`config.mk`:
```
export PLATFORM = sky130hd
export DESIGN_NAME = ds3tx_top
export DESIGN_NICKNAME = d
export VERILOG_FILES = /design/src/ds3tx_pkg.sv /design/src/ds3tx_fbit_xor.sv /design/src/ds3tx_feac_ser.sv /design/src/ds3tx_top.sv
export VERILOG_INCLUDE_DIRS = /design/src /design/src/src
export SDC_FILE = /design/constraint.sdc
export NUM_CORES = 1
export LEC_CHECK = 0
export BUFFER_PORTS_ARGS = -buffer_cell sky130_fd_sc_hd__buf_2
export CAP_MARGIN = 25
export CORE_ASPECT_RATIO = 0.7
export CORE_MARGIN = 1
export CORE_UTILIZATION = 45
export CTS_CLUSTER_SIZE = 28
export DETAILED_ROUTE_END_ITERATION = 6
export PLACE_DENSITY = 0.68
export SLEW_MARGIN = 20
export SYNTH_ARGS = -nofsm -noshare
export SYNTH_HDL_FRONTEND = slang
export SYNTH_SLANG_ARGS = --single-unit
```
`constraint.sdc`:
```
create_clock -name clk -period 2.3 [get_ports clk]
set_clock_uncertainty 0.05 [all_clocks]
set_input_delay 0.46 -clock clk [delete_from_list [all_inputs] [get_ports clk]]
set_output_delay 0.46 -clock clk [all_outputs]
set_load 0.01 [all_outputs]
```
`src/ds3tx_map.svh`:
```
`ifndef DS3TX_MAP_SVH
`define DS3TX_MAP_SVH
// Register indices; byte address is four times the index
`define DS3TX_IDX_MASK_MID 8'h1a
`define DS3TX_IDX_MASK_LOW 8'h1b
`define DS3TX_IDX_CTRL 8'h1c
`define DS3TX_IDX_CODE 8'h1d
`define DS3TX_IDX_IRQ_STS 8'h20
`define DS3TX_IDX_IRQ_MSK 8'h21
// Control register fields
`define DS3TX_CTRL_IRQ_EN 4
`define DS3TX_CTRL_FLAG 3
`define DS3TX_CTRL_SEND_EN 2
`define DS3TX_CTRL_TRIG 1
`define DS3TX_CTRL_BUSY 0
// Code register field
`define DS3TX_CODE_LSB 1
`define DS3TX_CODE_MSB 6
// Reset values
`define DS3TX_RST_MASK 8'h00
`define DS3TX_RST_CODE 6'h3f
// Frame and message shape
`define DS3TX_FBITS 28
`define DS3TX_FIDX_LAST 5'h1b
`define DS3TX_MSG_BITS 16
`define DS3TX_MSG_LAST 4'hf
`define DS3TX_MSG_REPEAT_LAST 4'h9
`endif

```
`src/ds3tx_pkg.sv`:
```
package ds3tx_pkg;
  // Register selected by an APB address
  typedef enum logic [2:0] {SEL_NONE, SEL_MID, SEL_LOW, SEL_CTRL, SEL_CODE, SEL_STS, SEL_MSK}
    ds3tx_sel_t;
  typedef enum logic {SER_IDLE, SER_SEND} ds3tx_ser_st_t;
  typedef struct packed {
    logic [7:0] mask_mid;
    logic [7:0] mask_low;
    logic irq_en;
    logic flag;
    logic send_en;
    logic trig;
    logic [5:0] code;
    logic done_sts;
    logic done_msk;
    logic [31:0] rdata;
  } ds3tx_regs_t;
  typedef struct packed {
    ds3tx_ser_st_t st;
    logic [3:0] bitcnt;
    logic [3:0] repcnt;
    logic [15:0] shreg;
    logic bit_out;
    logic done;
  } ds3tx_ser_t;
  typedef struct packed {
    logic [4:0] idx;
    logic bit_out;
    logic valid_out;
  } ds3tx_fx_t;
endpackage

```
`src/ds3tx_fbit_xor.sv`:
```
`include "ds3tx_map.svh"
module ds3tx_fbit_xor (
  input wire logic clk,
  input wire logic rst,
  input wire logic [27:0] pattern,
  input wire logic bit_in,
  input wire logic bit_valid,
  input wire logic fbit_slot,
  input wire logic mframe_start,
  output logic bit_out,
  output logic bit_valid_out
);
  ds3tx_pkg::ds3tx_fx_t s_ff, nxt_s;
  logic [4:0] cur_idx;

  // F-bit position within the M-frame, restarted by the frame marker
  always_comb
  begin
    nxt_s = s_ff;
    cur_idx = mframe_start ? 5'h00 : s_ff.idx;
    nxt_s.valid_out = bit_valid;
    if (bit_valid)
    begin
      nxt_s.bit_out = bit_in;
      if (fbit_slot)
      begin
        nxt_s.bit_out = bit_in ^ pattern[cur_idx];
        // Hold at the last index so a missing marker never reads past bit 27
        nxt_s.idx = (cur_idx == `DS3TX_FIDX_LAST) ? cur_idx : cur_idx + 5'h01;
      end
    end
  end

  always_ff @(posedge clk)
  begin
    if (rst)
      s_ff <= '0;
    else
      s_ff <= nxt_s;
  end

  assign bit_out = s_ff.bit_out;
  assign bit_valid_out = s_ff.valid_out;

  a_fbit_first_idx: assert property (@(posedge clk) disable iff (rst)
    bit_valid && fbit_slot && mframe_start |=> bit_out == ($past(bit_in) ^ $past(pattern[0])))
    else $error("first F-bit not xored with pattern bit 0");
  a_fbit_pass_data: assert property (@(posedge clk) disable iff (rst)
    bit_valid && !fbit_slot |=> bit_out == $past(bit_in))
    else $error("payload bit altered");
endmodule // ds3tx_fbit_xor

```
`src/ds3tx_feac_ser.sv`:
```
`include "ds3tx_map.svh"
module ds3tx_feac_ser (
  input wire logic clk,
  input wire logic rst,
  input wire logic start,
  input wire logic [5:0] code,
  input wire logic slot,
  output logic busy,
  output logic msg_bit,
  output logic done
);
  ds3tx_pkg::ds3tx_ser_t s_ff, nxt_s;

  // Code word framed as 0, code LSB first, 0, eight ones; repeated per message
  always_comb
  begin
    nxt_s = s_ff;
    nxt_s.done = 1'b0;
    case (s_ff.st)
      ds3tx_pkg::SER_IDLE:
      begin
        nxt_s.bit_out = 1'b1;
        if (start)
        begin
          nxt_s.st = ds3tx_pkg::SER_SEND;
          nxt_s.shreg = {8'hff, 1'b0, code, 1'b0};
          nxt_s.bitcnt = 4'h0;
          nxt_s.repcnt = 4'h0;
        end
      end
      ds3tx_pkg::SER_SEND:
      begin
        if (slot)
        begin
          nxt_s.bit_out = s_ff.shreg[0];
          nxt_s.shreg = {s_ff.shreg[0], s_ff.shreg[15:1]};
          nxt_s.bitcnt = s_ff.bitcnt + 4'h1;
          if (s_ff.bitcnt == `DS3TX_MSG_LAST)
          begin
            nxt_s.repcnt = s_ff.repcnt + 4'h1;
            if (s_ff.repcnt == `DS3TX_MSG_REPEAT_LAST)
            begin
              nxt_s.st = ds3tx_pkg::SER_IDLE;
              nxt_s.done = 1'b1;
            end
          end
        end
      end
      default: nxt_s.st = ds3tx_pkg::SER_IDLE;
    endcase
  end

  always_ff @(posedge clk)
  begin
    if (rst)
      s_ff <= '{st: ds3tx_pkg::SER_IDLE, bitcnt: 4'h0, repcnt: 4'h0, shreg: 16'h0000,
                bit_out: 1'b1, done: 1'b0};
    else
      s_ff <= nxt_s;
  end

  assign busy = (s_ff.st == ds3tx_pkg::SER_SEND);
  assign msg_bit = s_ff.bit_out;
  assign done = s_ff.done;

  a_ser_done_idle: assert property (@(posedge clk) disable iff (rst)
    done |-> !busy && $past(busy))
    else $error("done without end of sending");
endmodule // ds3tx_feac_ser

```
`src/ds3tx_top.sv`:
```
`include "ds3tx_map.svh"
module ds3tx_top (
  input wire logic clk,
  input wire logic rst,
  // APB slave
  input wire logic psel,
  input wire logic penable,
  input wire logic pwrite,
  input wire logic [7:0] paddr,
  input wire logic [31:0] pwdata,
  input wire logic [3:0] pstrb,
  output logic [31:0] prdata,
  output logic pready,
  output logic pslverr,
  // Framer configuration, same clock
  input wire logic cbit_parity_mode,
  // Outbound bit stream
  input wire logic tx_bit_in,
  input wire logic tx_bit_valid,
  input wire logic tx_fbit_slot,
  input wire logic tx_mframe_start,
  output logic tx_bit_out,
  output logic tx_bit_valid_out,
  // Alarm message bit toward the C-bit slot
  input wire logic alarm_slot,
  output logic alarm_msg_bit,
  // Interrupt
  output logic irq
);
  ////////////////////////////////////////////////////////////////////////////
  // Address decode
  ////////////////////////////////////////////////////////////////////////////

  // Shared by the read and write paths so both agree on the map
  function automatic ds3tx_pkg::ds3tx_sel_t reg_sel(input logic [7:0] addr);
    reg_sel = ds3tx_pkg::SEL_NONE;
    if (addr[1:0] == 2'b00)
    begin
      // Widened so the index meets the 8-bit map constants at equal width
      case ({2'b00, addr[7:2]})
        `DS3TX_IDX_MASK_MID: reg_sel = ds3tx_pkg::SEL_MID;
        `DS3TX_IDX_MASK_LOW: reg_sel = ds3tx_pkg::SEL_LOW;
        `DS3TX_IDX_CTRL: reg_sel = ds3tx_pkg::SEL_CTRL;
        `DS3TX_IDX_CODE: reg_sel = ds3tx_pkg::SEL_CODE;
        `DS3TX_IDX_IRQ_STS: reg_sel = ds3tx_pkg::SEL_STS;
        `DS3TX_IDX_IRQ_MSK: reg_sel = ds3tx_pkg::SEL_MSK;
        default: reg_sel = ds3tx_pkg::SEL_NONE;
      endcase
    end
  endfunction

  ds3tx_pkg::ds3tx_regs_t r_ff, nxt_r;
  ds3tx_pkg::ds3tx_sel_t sel;
  logic setup_ph;
  logic access_ph;
  logic wr_en;
  logic rd_en;
  logic alarm_msg_sending;
  logic ser_done;
  logic start_req;
  logic done_req;
  logic [27:0] framing_bit_xor_pattern;
  logic [7:0] ctrl_view;
  logic [7:0] wbyte;

  assign sel = reg_sel(paddr);
  assign setup_ph = psel && !penable;
  assign access_ph = psel && penable;
  // Zero wait states: read data is captured in the setup cycle
  assign pready = access_ph;
  assign pslverr = access_ph && (sel == ds3tx_pkg::SEL_NONE);
  assign wr_en = access_ph && pwrite && pstrb[0] && (sel != ds3tx_pkg::SEL_NONE);
  assign rd_en = access_ph && !pwrite;
  assign wbyte = pwdata[7:0];

  ////////////////////////////////////////////////////////////////////////////
  // Alarm message control
  ////////////////////////////////////////////////////////////////////////////

  // Start only on a fresh rising write of the trigger, enabled, idle, in C-bit mode
  assign start_req = wr_en && (sel == ds3tx_pkg::SEL_CTRL)
                     && wbyte[`DS3TX_CTRL_TRIG] && !r_ff.trig
                     && wbyte[`DS3TX_CTRL_SEND_EN]
                     && !alarm_msg_sending
                     && cbit_parity_mode;

  // Interrupt request at message end, blocked by the enable and outside C-bit mode
  assign done_req = ser_done && r_ff.irq_en && cbit_parity_mode;

  // Upper bits are constant zero, so writes there have no effect
  assign ctrl_view = {3'b000, r_ff.irq_en, r_ff.flag, r_ff.send_en, r_ff.trig,
                      alarm_msg_sending};

  ////////////////////////////////////////////////////////////////////////////
  // Register file
  ////////////////////////////////////////////////////////////////////////////

  // Set always wins over the clear-on-read and the write-one-to-clear
  always_comb
  begin
    nxt_r = r_ff;
    if (setup_ph)
    begin
      nxt_r.rdata = 32'h00000000;
      case (sel)
        ds3tx_pkg::SEL_MID: nxt_r.rdata[7:0] = r_ff.mask_mid;
        ds3tx_pkg::SEL_LOW: nxt_r.rdata[7:0] = r_ff.mask_low;
        ds3tx_pkg::SEL_CTRL: nxt_r.rdata[7:0] = ctrl_view;
        ds3tx_pkg::SEL_CODE: nxt_r.rdata[7:0] = {1'b0, r_ff.code, 1'b0};
        ds3tx_pkg::SEL_STS: nxt_r.rdata[0] = r_ff.done_sts;
        ds3tx_pkg::SEL_MSK: nxt_r.rdata[0] = r_ff.done_msk;
        default: nxt_r.rdata = 32'h00000000;
      endcase
    end
    if (wr_en)
    begin
      case (sel)
        ds3tx_pkg::SEL_MID: nxt_r.mask_mid = wbyte;
        ds3tx_pkg::SEL_LOW: nxt_r.mask_low = wbyte;
        ds3tx_pkg::SEL_CTRL:
        begin
          nxt_r.irq_en = wbyte[`DS3TX_CTRL_IRQ_EN];
          nxt_r.send_en = wbyte[`DS3TX_CTRL_SEND_EN];
          nxt_r.trig = wbyte[`DS3TX_CTRL_TRIG];
        end
        ds3tx_pkg::SEL_CODE: nxt_r.code = wbyte[`DS3TX_CODE_MSB:`DS3TX_CODE_LSB];
        ds3tx_pkg::SEL_STS:
        begin
          if (wbyte[0])
            nxt_r.done_sts = 1'b0;
        end
        ds3tx_pkg::SEL_MSK: nxt_r.done_msk = wbyte[0];
        default: nxt_r.done_msk = r_ff.done_msk;
      endcase
    end
    // Reading the control register clears the flag
    if (rd_en && (sel == ds3tx_pkg::SEL_CTRL))
      nxt_r.flag = 1'b0;
    if (done_req)
    begin
      nxt_r.flag = 1'b1;
      nxt_r.done_sts = 1'b1;
    end
  end

  // Pattern and flags clear at reset; the code word comes up all ones
  always_ff @(posedge clk)
  begin
    if (rst)
      r_ff <= '{mask_mid: `DS3TX_RST_MASK, mask_low: `DS3TX_RST_MASK, irq_en: 1'b0,
                flag: 1'b0, send_en: 1'b0, trig: 1'b0, code: `DS3TX_RST_CODE,
                done_sts: 1'b0, done_msk: 1'b0, rdata: 32'h00000000};
    else
      r_ff <= nxt_r;
  end

  assign prdata = r_ff.rdata;
  // Level output, gated by the done enable and the mode as well as the mask
  assign irq = r_ff.done_sts && r_ff.done_msk && r_ff.irq_en && cbit_parity_mode;

  ////////////////////////////////////////////////////////////////////////////
  // Datapath
  ////////////////////////////////////////////////////////////////////////////

  // The top pattern bits are not held here and stay zero
  assign framing_bit_xor_pattern = {12'h000, r_ff.mask_mid, r_ff.mask_low};

  ds3tx_fbit_xor ds3tx_fbit_xor_i (
    .clk(clk),
    .rst(rst),
    .pattern(framing_bit_xor_pattern),
    .bit_in(tx_bit_in),
    .bit_valid(tx_bit_valid),
    .fbit_slot(tx_fbit_slot),
    .mframe_start(tx_mframe_start),
    .bit_out(tx_bit_out),
    .bit_valid_out(tx_bit_valid_out)
  );

  ds3tx_feac_ser ds3tx_feac_ser_i (
    .clk(clk),
    .rst(rst),
    .start(start_req),
    .code(r_ff.code),
    .slot(alarm_slot),
    .busy(alarm_msg_sending),
    .msg_bit(alarm_msg_bit),
    .done(ser_done)
  );

  ////////////////////////////////////////////////////////////////////////////
  // Assertions
  ////////////////////////////////////////////////////////////////////////////

  a_fbit_invert: assert property (@(posedge clk) disable iff (rst)
    tx_bit_valid && tx_fbit_slot && tx_mframe_start && r_ff.mask_low[0]
    |=> tx_bit_out != $past(tx_bit_in))
    else $error("masked F-bit not inverted");
  a_start_busy: assert property (@(posedge clk) disable iff (rst)
    start_req |=> alarm_msg_sending)
    else $error("message did not start on trigger edge");
  a_no_start_dis: assert property (@(posedge clk) disable iff (rst)
    !alarm_msg_sending && !(wr_en && sel == ds3tx_pkg::SEL_CTRL && wbyte[2])
    |=> !alarm_msg_sending)
    else $error("message started while sender disabled");
  a_inert_mode: assert property (@(posedge clk) disable iff (rst)
    !cbit_parity_mode && !alarm_msg_sending |=> !alarm_msg_sending)
    else $error("alarm logic active outside C-bit mode");
  // The flag must not be set by a message end seen outside C-bit mode
  a_inert_flag: assert property (@(posedge clk) disable iff (rst)
    !cbit_parity_mode && !r_ff.flag |=> !r_ff.flag)
    else $error("flag set outside C-bit mode");
  a_flag_set: assert property (@(posedge clk) disable iff (rst)
    done_req |=> r_ff.flag && r_ff.done_sts)
    else $error("flag not set on message end");
  a_flag_rdclr: assert property (@(posedge clk) disable iff (rst)
    rd_en && sel == ds3tx_pkg::SEL_CTRL && !done_req |=> !r_ff.flag)
    else $error("flag not cleared by read");
  a_irq_gate: assert property (@(posedge clk) disable iff (rst)
    !r_ff.irq_en |-> !irq)
    else $error("interrupt not gated by enable");
  a_busy_read: assert property (@(posedge clk) disable iff (rst)
    setup_ph && sel == ds3tx_pkg::SEL_CTRL |=> prdata[0] == $past(alarm_msg_sending))
    else $error("sending bit reads wrong");
  a_upper_zero: assert property (@(posedge clk) disable iff (rst)
    $past(setup_ph) && $past(sel) == ds3tx_pkg::SEL_CTRL |-> prdata[7:5] == 3'b000)
    else $error("unused control bits not zero");
  // A fresh trigger edge in mid-message must not rewind the bit or repeat counters
  a_retrig_ign: assert property (@(posedge clk) disable iff (rst)
    alarm_msg_sending && !alarm_slot && wr_en && sel == ds3tx_pkg::SEL_CTRL && wbyte[1]
    && !r_ff.trig |=> alarm_msg_sending
    && ds3tx_feac_ser_i.s_ff.bitcnt == $past(ds3tx_feac_ser_i.s_ff.bitcnt)
    && ds3tx_feac_ser_i.s_ff.repcnt == $past(ds3tx_feac_ser_i.s_ff.repcnt))
    else $error("restart while sending");
  // The slot after the leading zero carries the code's least significant bit
  a_code_lsb: assert property (@(posedge clk) disable iff (rst)
    alarm_msg_sending && alarm_slot && ds3tx_feac_ser_i.s_ff.bitcnt == 4'h1
    |=> alarm_msg_bit == r_ff.code[0])
    else $error("code word not sent LSB first");

  c_msg_done: cover property (@(posedge clk) disable iff (rst) done_req);
  c_irq_up: cover property (@(posedge clk) disable iff (rst) $rose(irq));
  c_fbit_err: cover property (@(posedge clk) disable iff (rst)
    tx_bit_valid && tx_fbit_slot && framing_bit_xor_pattern != 28'h0000000);
  c_retrig: cover property (@(posedge clk) disable iff (rst)
    alarm_msg_sending && wr_en && sel == ds3tx_pkg::SEL_CTRL && wbyte[1] && !r_ff.trig);
endmodule // ds3tx_top

```
-- After elaboration in Yosys (flattened, before gate mapping)
Index checks and enable logic that the tools add are counted.
- add/subtract/negate cells: 3
- order comparisons: 1
- equality and inequality tests: 18
- mux-type cells: 24
- bitwise operators: 4
- reductions and logical operators: 40
- operators with widths (operator ; count):
    $pmux 26 s2 ; 1
    $pmux 7 s4 ; 1
    $mux 27 ; 1
    $mux 25 ; 1
    $eq 6x5->1 const B ; 4
    $logic_and 1x1->1 ; 19
    $pmux 3 s6 ; 1
    $reduce_and 2->1 ; 7
    $eq 6x6->1 const B ; 2
    $mux 1 ; 12
    $mux 5 ; 2
    $eq 3x3->1 const B ; 3
    $add 4x1->4 const B ; 2
    $eq 4x4->1 const B ; 2
    $reduce_bool 2->1 ; 4
    $eq 3x2->1 const B ; 2
    $lt 5x6->1 const B ; 1
    $reduce_and 3->1 ; 2
    $add 5x1->5 const B ; 1
    $bmux 1 s5 ; 1
    $eq 5x5->1 const B ; 1
    $pmux 1 s5 ; 1
    $logic_not 1->1 ; 4
    $mux 4 ; 1
    other kinds (11) ; 14
- bits in registers: 70
- input bits: 55

-- Depth between registers and ports, before layout
Gate-level depths: netlist of the first run.
- word-level depth: 13
- depth in mapped cells: 8

-- Modules after synthesis
Synthesis of the first run repeated with hierarchy kept, for this count alone.
- cell total of the unflattened synthesis: 425
- area total of the unflattened synthesis: 3841.2 µm²
- by module, submodules not included (module ; times used ; cells an instance ; area an instance (µm²) ; seq. area each (µm²)):
    ds3tx_top ; 1 ; 230 ; 2102.0 ; 720.7
    ds3tx_feac_ser ; 1 ; 107 ; 1074.8 ; 540.5
    ds3tx_fbit_xor ; 1 ; 88 ; 664.4 ; 140.1

-- Worst setup path after synthesis of the first run
OpenSTA, ideal clock, no wires.
- path type: input -> register
- start: input paddr[2]
- end: register ds3tx_feac_ser_i.s_ff[19] in the netlist's numbering
- setup time: 117 ps
- arrival: 1815 ps
- required time: 2133 ps
- slack: 317 ps
- stages on the path: 6
- path buffers: 1
- path through: clkbuf_1 -> nor2_2 -> nand4_4 -> o41ai_4 -> o21ai_2 -> a32o_1
- word-level cells in the longest chain between the ends: 13
- elaborated cells on any way between the ends: 19
- RTL lines (element ; line ; text):
    start, declared ; ds3tx_top.sv:9 ; input wire logic [7:0] paddr,
    $eq 6x6->1 / $eq 6x5->1 (equally long branches) ; ds3tx_top.sv:40 ; case ({2'b00, addr[7:2]})
    $pmux 3 s6 * ; ds3tx_top.sv:40 ;
    $mux 3 * ; ds3tx_top.sv:37 ; if (addr[1:0] == 2'b00)
    $reduce_bool 3->1 ; ds3tx_top.sv:72 ; assign wr_en = access_ph && pwrite && pstrb[0] && (sel != ds3tx_pkg::SEL_NONE);
    $logic_and 1x1->1 ; ds3tx_top.sv:72 ;
    $logic_and 1x1->1 * (6 in series) ; ds3tx_top.sv:81 ; assign start_req = wr_en && (sel == ds3tx_pkg::SEL_CTRL)
    $ne 2x1->1 (no line) * ; n/a ;
    $reduce_and 3->1 (no line) * ; n/a ;
    end signal, assigned ; ds3tx_feac_ser.sv:56 ; s_ff <= '{st: ds3tx_pkg::SER_IDLE, bitcnt: 4'h0, repcnt: 4'h0, shreg: 16'h0000,
    end signal, assigned ; ds3tx_feac_ser.sv:59 ; s_ff <= nxt_s;
    end, declared ; ds3tx_feac_ser.sv:12 ; ds3tx_pkg::ds3tx_ser_t s_ff, nxt_s;
Every way passes the cells marked *; elsewhere a longest branch is shown, timed or not.
A chain may end at the register's enable or synchronous reset.

-- Worst setup path in the final report of the first run
- start: input paddr[6]
- end: output pslverr
- word-level cells in the longest chain between the ends: 5
- elaborated cells on any way between the ends: 10
- RTL lines (element ; line ; text):
    $eq 6x6->1 / $eq 6x5->1 (equally long branches) ; ds3tx_top.sv:40 ;
    $pmux 3 s6 * ; ds3tx_top.sv:40 ;
    $mux 3 * ; ds3tx_top.sv:37 ;
    $logic_not 3->1 * ; ds3tx_top.sv:71 ; assign pslverr = access_ph && (sel == ds3tx_pkg::SEL_NONE);
    $logic_and 1x1->1 * ; ds3tx_top.sv:71 ;
    end, declared ; ds3tx_top.sv:14 ; output logic pslverr,
Marked as above.

==> out/results.ini, run 1 <==
[run_status]
run_status = finished, violations left
violations = DRC

[clock_tree]
clock-root-buffer = clkbuf_16
cts_resized = 0
cts_made_buffers = 9
clk_pin_slew_ps = 50
cts_tree = done
cts_max_level = 3
cts_setup_buffers = 0
worstSkewPairLatency_ps = 330
cts_sinks = 70
cts_hold_buf = 0
cts_buffer_depth = 2

[synthesis]
ys_types = 66
synth_seq_cells = 70
netlist_area_mm2 = 0.00376
yosysWarnings = 0
async_flop_share = 0
synthCells = 434
ys_seq_area_frac = 0.373
avgSynthCellArea_um2 = 8.66
synth_edf_count = 0
synth_ff_type = dfxtp_1

[sta]
fin_crit_ps = 2200
finalCritPeriodShare = 0.956
worst_slew_pin_slew_ps = 554
setup-violations-final = 0
slew_headroom = 0.626
rsz0062_at_grt = false
tns_ps = 0
worst_slack_ps = 101
final-hold-violation-count = 0
max_freq_mhz = 455
drv_slew = 0

[cells_and_area]
fill_cells = 756
multi_input_area_mm2 = 0.00204
syn2layout_area_growth_pct = 11.4
regArea_mm2 = 0.00140
post-route-util = 0.525
antennaDiodeCount = 0
layout-drive-gt1-share = 0.191
final_area_mm2 = 0.00419
layout.nets = 523

[global_routing]
track_usage = 0.209
antenna_found_initial = 0
grt_pass1_wl_mm = 14.2
grt_pass1_vias = 2890
gr-total-overflow = 0
grt_max_degree = 49

[critical_path]
cp_max_fo = 5
cp-start-kind = input pin
required_ps = 1790
critPathCaptureType = output pin
critPathKind = input pin to output pin
arrival_ps = 1690

[detailed_routing]
num_vias = 3195
wirelength_mm = 8.73
first_iter_violations = 302
drc = 9
ant_nets = 0
wl_per_cell_um = 15.4
viasPerCell = 5.63
first_pass_iters = 7

[job]
cap_violations = 0

[pwr]
p_int_uw = 2030
p_switching_uw = 609
clockPowerShare = 0.461
pwr-share-seq = 0.467
power.leakage_uw = 0.00161
power_density_mw_per_mm2 = 629
vdd_ir_drop_max_mv = 0.395
switching_share = 0.231
pwr-share-comb = 0.072

[die]
io_pins = 93
core-area_mm2 = 0.00797
fp.dieW_um = 111
die-area_mm2 = 0.00873
rows = 27
die_height_um = 78.5
initial_core_util = 0.471

[place]
portBuffers = 41
dp_hpwl_mm = 6.51
globalplace.congestion = 0.876
pre_cts_ws_ps = 19.8
placed_area_mm2 = 0.00393

[worst_hold_path]
worstHoldPathType = input pin to register

-- final cells by class --
type,count,share of cell area
clock buffers,12,0.0589
clock inverters,2,0.00239
inverters,13,0.0117
multi-input cells,314,0.486
flip-flops and latches,70,0.335
well taps,101,0.0302
repair buffers,56,0.0759
-- layout by cell type (no fill, tap or decap), drive strengths merged, types with 3 or more instances in the layout --
master / instances
dfxtp: 70
buf: 56
nand2: 55
nor2: 40
mux2i: 27
a21oi: 27
conb: 24
inv: 13
clkbuf: 12
a31oi: 11
nand3: 10
o21ai: 9
nor3: 8
a22oi: 7
a222oi: 6
nor2b: 5
a211oi: 5
a32o: 5
nand2b: 4
o211ai: 4
a22o: 4
ha: 4
nand4: 4
nor4: 4
and4: 3
nor3b: 3
a2bb2oi: 3
o22ai: 3
nand3b: 3
nor4b: 3
-- critical path, stage by stage --
cell,delay (ps)
buf_2,120
or4b_1,650
o22ai_2,230
a21oi_1,90
buf_2,140
-- path summary, 6_finish.rpt --
path	start	end	slack [ps]	cells past startpoint
setup / recovery	paddr[6]	pslverr	100	5
hold / removal	rst	ds3tx_fbit_xor_i.bit_valid_out$_SDFF_PP0_	290	2
setup reg to reg	ds3tx_fbit_xor_i.s_ff[2]$_SDFFE_PP0P_	ds3tx_fbit_xor_i.s_ff[5]$_SDFFE_PP0P_	270	6
hold reg to reg	ds3tx_feac_ser_i.s_ff[4]$_SDFFE_PP0P_	ds3tx_feac_ser_i.s_ff[4]$_SDFFE_PP0P_	410	2
-- power by group through the flow --
stage | Sequential, uW | Clock [uW] | Combinational [uW]
after floorplan | 1250 | 0 | 154
after global placement | 1250 | 0 | 183
after detailed placement | 1250 | 0 | 186
after CTS | 1230 | 1250 | 187
after global routing | 1230 | 1300 | 207
final | 1230 | 1220 | 190
-- stage by stage --
stage          hold slack, ps  instances  total power [uW]
4_1_cts                   283        568              2660
2_1_floorplan             382        457              1400
5_1_grt                   290        568              2740
3_5_place_dp              396        554              1440
6_report                  292        568              2630
3_3_place_gp              391        554              1440
-- flip-flops by register name, indices dropped and copies added (netlist names) --
| register | cells |
|---|---|
| ds3tx_feac_ser_i.msg_bit | 1 |
| framing_bit_xor_pattern | 16 |
| ctrl_view | 4 |
| ds3tx_fbit_xor_i.bit_valid_out | 1 |
| ds3tx_feac_ser_i.busy | 1 |
| ds3tx_fbit_xor_i.s_ff | 5 |
| r_ff | 8 |
| prdata | 8 |
| ds3tx_feac_ser_i.s_ff | 24 |
| ds3tx_feac_ser_i.done | 1 |
| ds3tx_fbit_xor_i.bit_out | 1 |
-- routing by layer --
metal | track usage | vias up | share of wire
met2 | 0.315 | 92 | 0.42
met4 | 0.0527 | 0 | 0.0058
met3 | 0.0602 | 5 | 0.053
li1 | - | 1567 | -
met5 | 0 | - | 0
met1 | 0.291 | 1531 | 0.52
-- cells by family (layout without fill, tap and decap cells) --
logic type                 Yosys count  after routing  share of synthesized area
and+or+nand+nor                    156            156                      0.221
AOI/OAI and AO/OA                  100            100                      0.203
buffers and inverters               73             83                      0.109
DFF                                 70             70                      0.373
muxes                               29             29                     0.0779
adders and majority gates            4              4                     0.0133
other                                1             24                   0.000998
xor gates and xnor gates             1              1                    0.00233
-- synthesized netlist by cell type (5+ instances only) --
cell,n,share of area
clkbuf_1,18,0.018
o21ai_0,8,0.011
nor2_1,39,0.039
nor2b_1,5,0.0083
inv_1,13,0.013
mux2i_1,27,0.072
buf_4,33,0.066
nand2_1,55,0.055
nor3_1,7,0.0093
a22oi_1,7,0.014
a31oi_1,11,0.018
dfxtp_1,70,0.37
a211oi_1,5,0.010
a21oi_1,24,0.032
nand3_1,9,0.012
a222oi_1,6,0.016
a32o_1,5,0.013
buf_2,8,0.011
(Power assumes the default switching activity.)
==> run 2, diff against run 1 <==
--- a/config.mk
+++ b/config.mk
@@ -8,12 +8,16 @@
 export LEC_CHECK = 0
 export BUFFER_PORTS_ARGS = -buffer_cell sky130_fd_sc_hd__buf_2
 export CAP_MARGIN = 25
+export CELL_PAD_IN_SITES_DETAIL_PLACEMENT = 0
+export CELL_PAD_IN_SITES_GLOBAL_PLACEMENT = 1
 export CORE_ASPECT_RATIO = 0.7
 export CORE_MARGIN = 1
-export CORE_UTILIZATION = 45
+export CORE_UTILIZATION = 41
+export CTS_BUF_LIST = sky130_fd_sc_hd__clkbuf_8
 export CTS_CLUSTER_SIZE = 28
 export DETAILED_ROUTE_END_ITERATION = 6
-export PLACE_DENSITY = 0.68
+export PLACE_DENSITY = 0.81
+export REMOVE_ABC_BUFFERS = 1
 export SLEW_MARGIN = 20
 export SYNTH_ARGS = -nofsm -noshare
 export SYNTH_HDL_FRONTEND = slang
==> run 2 against run 1 <==
Compared with the run above:
- the flow now finishes without violations
- hold slack gained 11 ps
- utilization shrank 3.8 points
- maximum frequency grew 3.9%
- die area grew 9.5%
- clock power shrank 9.8%
- largest cell class unchanged
==> out/results.ini, run 2 (same netlist as run 1, synthesis figures left out) <==
[run_status]
run_status = complete, no violations

[global_routing]
grt_pass1_wl_mm = 14.8
grt_pass1_vias = 2891
antenna_found_initial = 0
gr-total-overflow = 0
grt_max_degree = 32
track_usage = 0.206

[cells_and_area]
layout_common_cells = dfxtp_1, nand2_1, buf_2, nor2_1, mux2i_1
layout.nets = 528
layout-drive-gt1-share = 0.207
stdcell_count = 593
post-route-util = 0.487
final_common_cell = dfxtp_1
largest_register_ffs = 24
largest-register = ds3tx_feac_ser_i.s_ff
antennaDiodeCount = 0
syn2layout_area_growth_pct = 12.2

[clock_tree]
cts_tree = done
cts_made_buffers = 9
cts_max_level = 3
clock-root-buffer = clkbuf_8
clk_pin_slew_ps = 80
cts_buffer_depth = 2
cts_setup_buffers = 0
worstSkewPairLatency_ps = 350
cts_sinks = 70

[sta]
max_freq_mhz = 473
finalCritPeriodShare = 0.920
fin_crit_ps = 2120
rsz0062_at_grt = false
finalHoldWorstSlack_ps = 303
tns_ps = 0
final-hold-violation-count = 0
setup-violations-final = 0
drv_slew = 0

[pwr]
p_int_uw = 1920
pwr-share-seq = 0.484
power_density_mw_per_mm2 = 599
power.leakage_uw = 0.00161
clockPowerShare = 0.435
p_switching_uw = 602
pwr-share-comb = 0.081
vdd_ir_drop_max_mv = 0.286
switching_share = 0.239

[detailed_routing]
drc = 0
ant_nets = 0
wl_per_cell_um = 15.4
first_pass_iters = 6
viasPerCell = 5.47
wirelength_mm = 9.15
num_vias = 3243
first_iter_violations = 260

[die]
die_height_um = 82.1
core-area_mm2 = 0.00865
initial_core_util = 0.434
die-area_mm2 = 0.00956
fp.dieW_um = 116
rows = 28
io_pins = 93

[critical_path]
critPathKind = input pin to output pin
critPathCaptureType = output pin
arrival_ps = 1610
ff2ff_path_depth = 5
cp_max_fo = 7
required_ps = 1790
cp-start-kind = input pin

[place]
dp_hpwl_mm = 6.65
portBuffers = 41
post-place-cells = 578
globalplace.congestion = 0.908

[worst_hold_path]
holdPathStages = 2
worstHoldPathType = input pin to register

[job]
cap_violations = 0

[run 2: cell types whose count changed in the layout (fill, tap and decap cells not counted), sizes merged]
cell,previous run,this run
buf,56,61
clkinvlp,0,2
clkinv,2,1
bufinv,0,2
clkbuf,12,10
[run 2: path summary, 6_finish.rpt]
path | start | end | slack, ps
min | pwdata[6] | r_ff[39]$_SDFFE_PP1P_ | 300
max | paddr[6] | pslverr | 180
min reg2reg | ds3tx_feac_ser_i.s_ff[5]$_SDFFE_PP0P_ | ds3tx_feac_ser_i.s_ff[5]$_SDFFE_PP0P_ | 410
max reg2reg | ds3tx_feac_ser_i.busy$_SDFF_PP0_ | ds3tx_feac_ser_i.s_ff[23]$_SDFFE_PP0P_ | 510
[run 2: per-layer routing]
metal	GRT usage	part of all wire
met1	0.301	0.52
met2	0.285	0.40
met3	0.0620	0.068
met4	0.0628	0.010
met5	0	0
[run 2: layout make-up]
type	instances	area, um^2
Clock buffer	10	138
Timing Repair Buffer	61	355
Inverter	13	48.8
Clock inverter	5	83.8
Fill cell	866	4440
Sequential cell	70	1400
Tap cell	120	150
Multi-Input combinational cell	314	2040
[run 2: through the flow]
stage               total power, uW  worst slack [ps]  instance area, um^2
global route                   2640               132                 4220
finish                         2520               184                 4220
detailed placement             1450             -19.7                 3990
CTS                            2540              69.4                 4210
floorplan                      1340               168                 3490
global placement               1450              28.8                 3990
[run 2: timing repair]
item	in CTS	in global routing
endpoints found under the setup margin	0	1
resized for setup	0	1
hold buffers	0	0
[run 2: critical path, cell delays in order]
cell     delay [ps]
buf_2           100
or4b_4          590
o22ai_2         210
a21oi_1          90
buf_2           140
[run 2: power by group through the flow]
stage / registers [uW] / logic [uW] / clock network, uW
6_report: 1220 / 205 / 1100
5_1_grt: 1220 / 226 / 1200
4_1_cts: 1220 / 202 / 1120
3_5_place_dp: 1250 / 201 / 0
3_3_place_gp: 1250 / 199 / 0
2_1_floorplan: 1250 / 90.2 / 0
==> run 3, diff against run 2 <==
--- a/config.mk
+++ b/config.mk
@@ -16,9 +16,9 @@
 export CTS_BUF_LIST = sky130_fd_sc_hd__clkbuf_8
 export CTS_CLUSTER_SIZE = 28
 export DETAILED_ROUTE_END_ITERATION = 6
+export MAX_ROUTING_LAYER = met4
 export PLACE_DENSITY = 0.81
 export REMOVE_ABC_BUFFERS = 1
-export SLEW_MARGIN = 20
 export SYNTH_ARGS = -nofsm -noshare
 export SYNTH_HDL_FRONTEND = slang
 export SYNTH_SLANG_ARGS = --single-unit
==> run 3 against run 2 <==
Compared with the run above:
- first-iteration DRC count stayed put
- sequential cell count did not move
- maximum frequency is 5.0% lower
- routed wire length is 0.93% lower
- worst setup slack got worse by 110 ps
- hold slack better by 6.1 ps
- highest routed layer unchanged
==> out/results.ini, run 3 (same netlist as run 1, synthesis figures left out) <==
[worst_hold_path]
min_from = pwdata[6]
hold_end = r_ff[39]$_SDFFE_PP1P_
holdPathStages = 2
worstHoldPathType = input pin to register

[place]
dp_hpwl_mm = 6.55
portBuffers = 41
post-place-cells = 578
globalplace.congestion = 0.921
pre_cts_ws_ps = -5.36

[critical_path]
cp-start-kind = input pin
ff2ff_path_depth = 5
cpPeakStageDelay_ps = 670
arrival_ps = 1720
crit_start = paddr[6]
path_cells = buf_2, or4b_1, o22ai_2, a21oi_1, buf_2
required_ps = 1790
crit_slowest_cell = or4b_1
r2r-start = ds3tx_feac_ser_i.busy$_SDFF_PP0_
critPathCaptureType = output pin
cp_max_fo = 7
ff2ff_setup_slack_ps = 510
cpMostUsedCell = buf_2
critPathKind = input pin to output pin
r2r-end = ds3tx_feac_ser_i.s_ff[23]$_SDFFE_PP0P_

[detailed_routing]
wirelength_mm = 9.06
first_iter_violations = 260
first_pass_iters = 5
drc = 0
num_vias = 3226
ant_nets = 0
viasPerCell = 5.44
wl_per_cell_um = 15.3

[clock_tree]
clock-root-buffer = clkbuf_8
worstSkewPairLatency_ps = 350
cts_resized = 0
cts_max_level = 3
cts_sinks = 70
cts_made_buffers = 9
cts_setup_buffers = 0
cts_hold_buf = 0
cts_tree = done
clk_pin_slew_ps = 70
cts_buffer_depth = 2

[die]
die_height_um = 82.1
die-area_mm2 = 0.00956
rows = 28
io_pins = 93
fp.dieW_um = 116
initial_core_util = 0.434
core-area_mm2 = 0.00865

[pwr]
vdd_ir_drop_max_mv = 0.302
p_int_uw = 1670
pwr-share-comb = 0.089
pwr-share-seq = 0.536
clockPowerShare = 0.374
power_density_mw_per_mm2 = 548
p_switching_uw = 609
power.leakage_uw = 0.00159
fin_total_pwr_uw = 2280
switching_share = 0.267

[global_routing]
gr-total-overflow = 0
grt_pass1_wl_mm = 14.4
antenna_found_initial = 0
grt_pass1_vias = 2819
track_usage = 0.205
grt_max_degree = 43

[cells_and_area]
antennaDiodeCount = 0
largest_register_ffs = 24
layout-drive-gt1-share = 0.205
layout_common_cells = dfxtp_1, nand2_1, buf_2, nor2_1, mux2i_1
syn2layout_area_growth_pct = 10.5
stdcell_count = 593
largest-register = ds3tx_feac_ser_i.s_ff
layout.nets = 528
final_common_cell = dfxtp_1

[sta]
setup-violations-final = 0
fin_crit_ps = 2230
worst_slew_pin_slew_ps = 509
rsz0062_at_grt = false
finalCritPeriodShare = 0.968
worst_slack_ps = 72.6
drv_slew = 0
max_freq_mhz = 449
slew_headroom = 0.660
final-hold-violation-count = 0

[job]
cap_violations = 0

[run_status]
run_status = complete, no violations

[run 3: changes by cell type in the layout (fill, tap and decap cells not counted), sizes merged]
| cell | previous run | this run |
|---|---|---|
| bufinv | 2 | 0 |
| clkbuf | 10 | 9 |
| clkinv | 1 | 3 |
| inv | 13 | 14 |
[run 3: cell type report]
class | count | area, um^2
Fill cell | 835 | 4500
Multi-Input combinational cell | 314 | 2040
Clock buffer | 9 | 124
Inverter | 13 | 48.8
Clock inverter | 6 | 38.8
Timing Repair Buffer | 61 | 355
Sequential cell | 70 | 1400
Tap cell | 120 | 150
[run 3: how the worst max path moves through the flow]
stage	to	slack [ps]	cells past startpoint
floorplan	r_ff[39]$_SDFFE_PP1P_	170	5
global placement	prdata[4]$_SDFFE_PP0P_	30	7
detailed placement	prdata[3]$_SDFFE_PP0P_	-5	7
CTS	pslverr	70	5
global route	pslverr	20	5
finish	pslverr	70	5
[run 3: layer usage]
metal	global-route usage	vias up	wire (um)
li1	-	1585	-
met1	0.304	1512	4780
met2	0.271	119	3600
met3	0.0423	10	576
met4	0.0654	0	102
met5	-	-	0
[run 3: through the flow]
| step | util | TNS [ps] | hold slack [ps] | area [um^2] |
|---|---|---|---|---|
| finish | 0.480 | 0 | 309 | 4150 |
| global route | 0.480 | 0 | 304 | 4150 |
| CTS | 0.480 | 0 | 295 | 4150 |
| detailed placement | 0.461 | -7.00 | 395 | 3990 |
| global placement | 0.461 | 0 | 392 | 3990 |
| floorplan | - | 0 | 376 | 3490 |
[run 3: critical path, delay by kind of cell]
kind	cells	cell delay, ps
AOI/OAI and AO/OA	2	340
buffers and inverters	2	240
and+or+nand+nor	1	670
[run 3: power groups by stage]
stage	clock network (uW)	logic (uW)	registers [uW]
6_report	852	204	1220
5_1_grt	934	225	1220
3_3_place_gp	0	199	1250
3_5_place_dp	0	201	1250
2_1_floorplan	0	90.2	1250
4_1_cts	874	202	1220
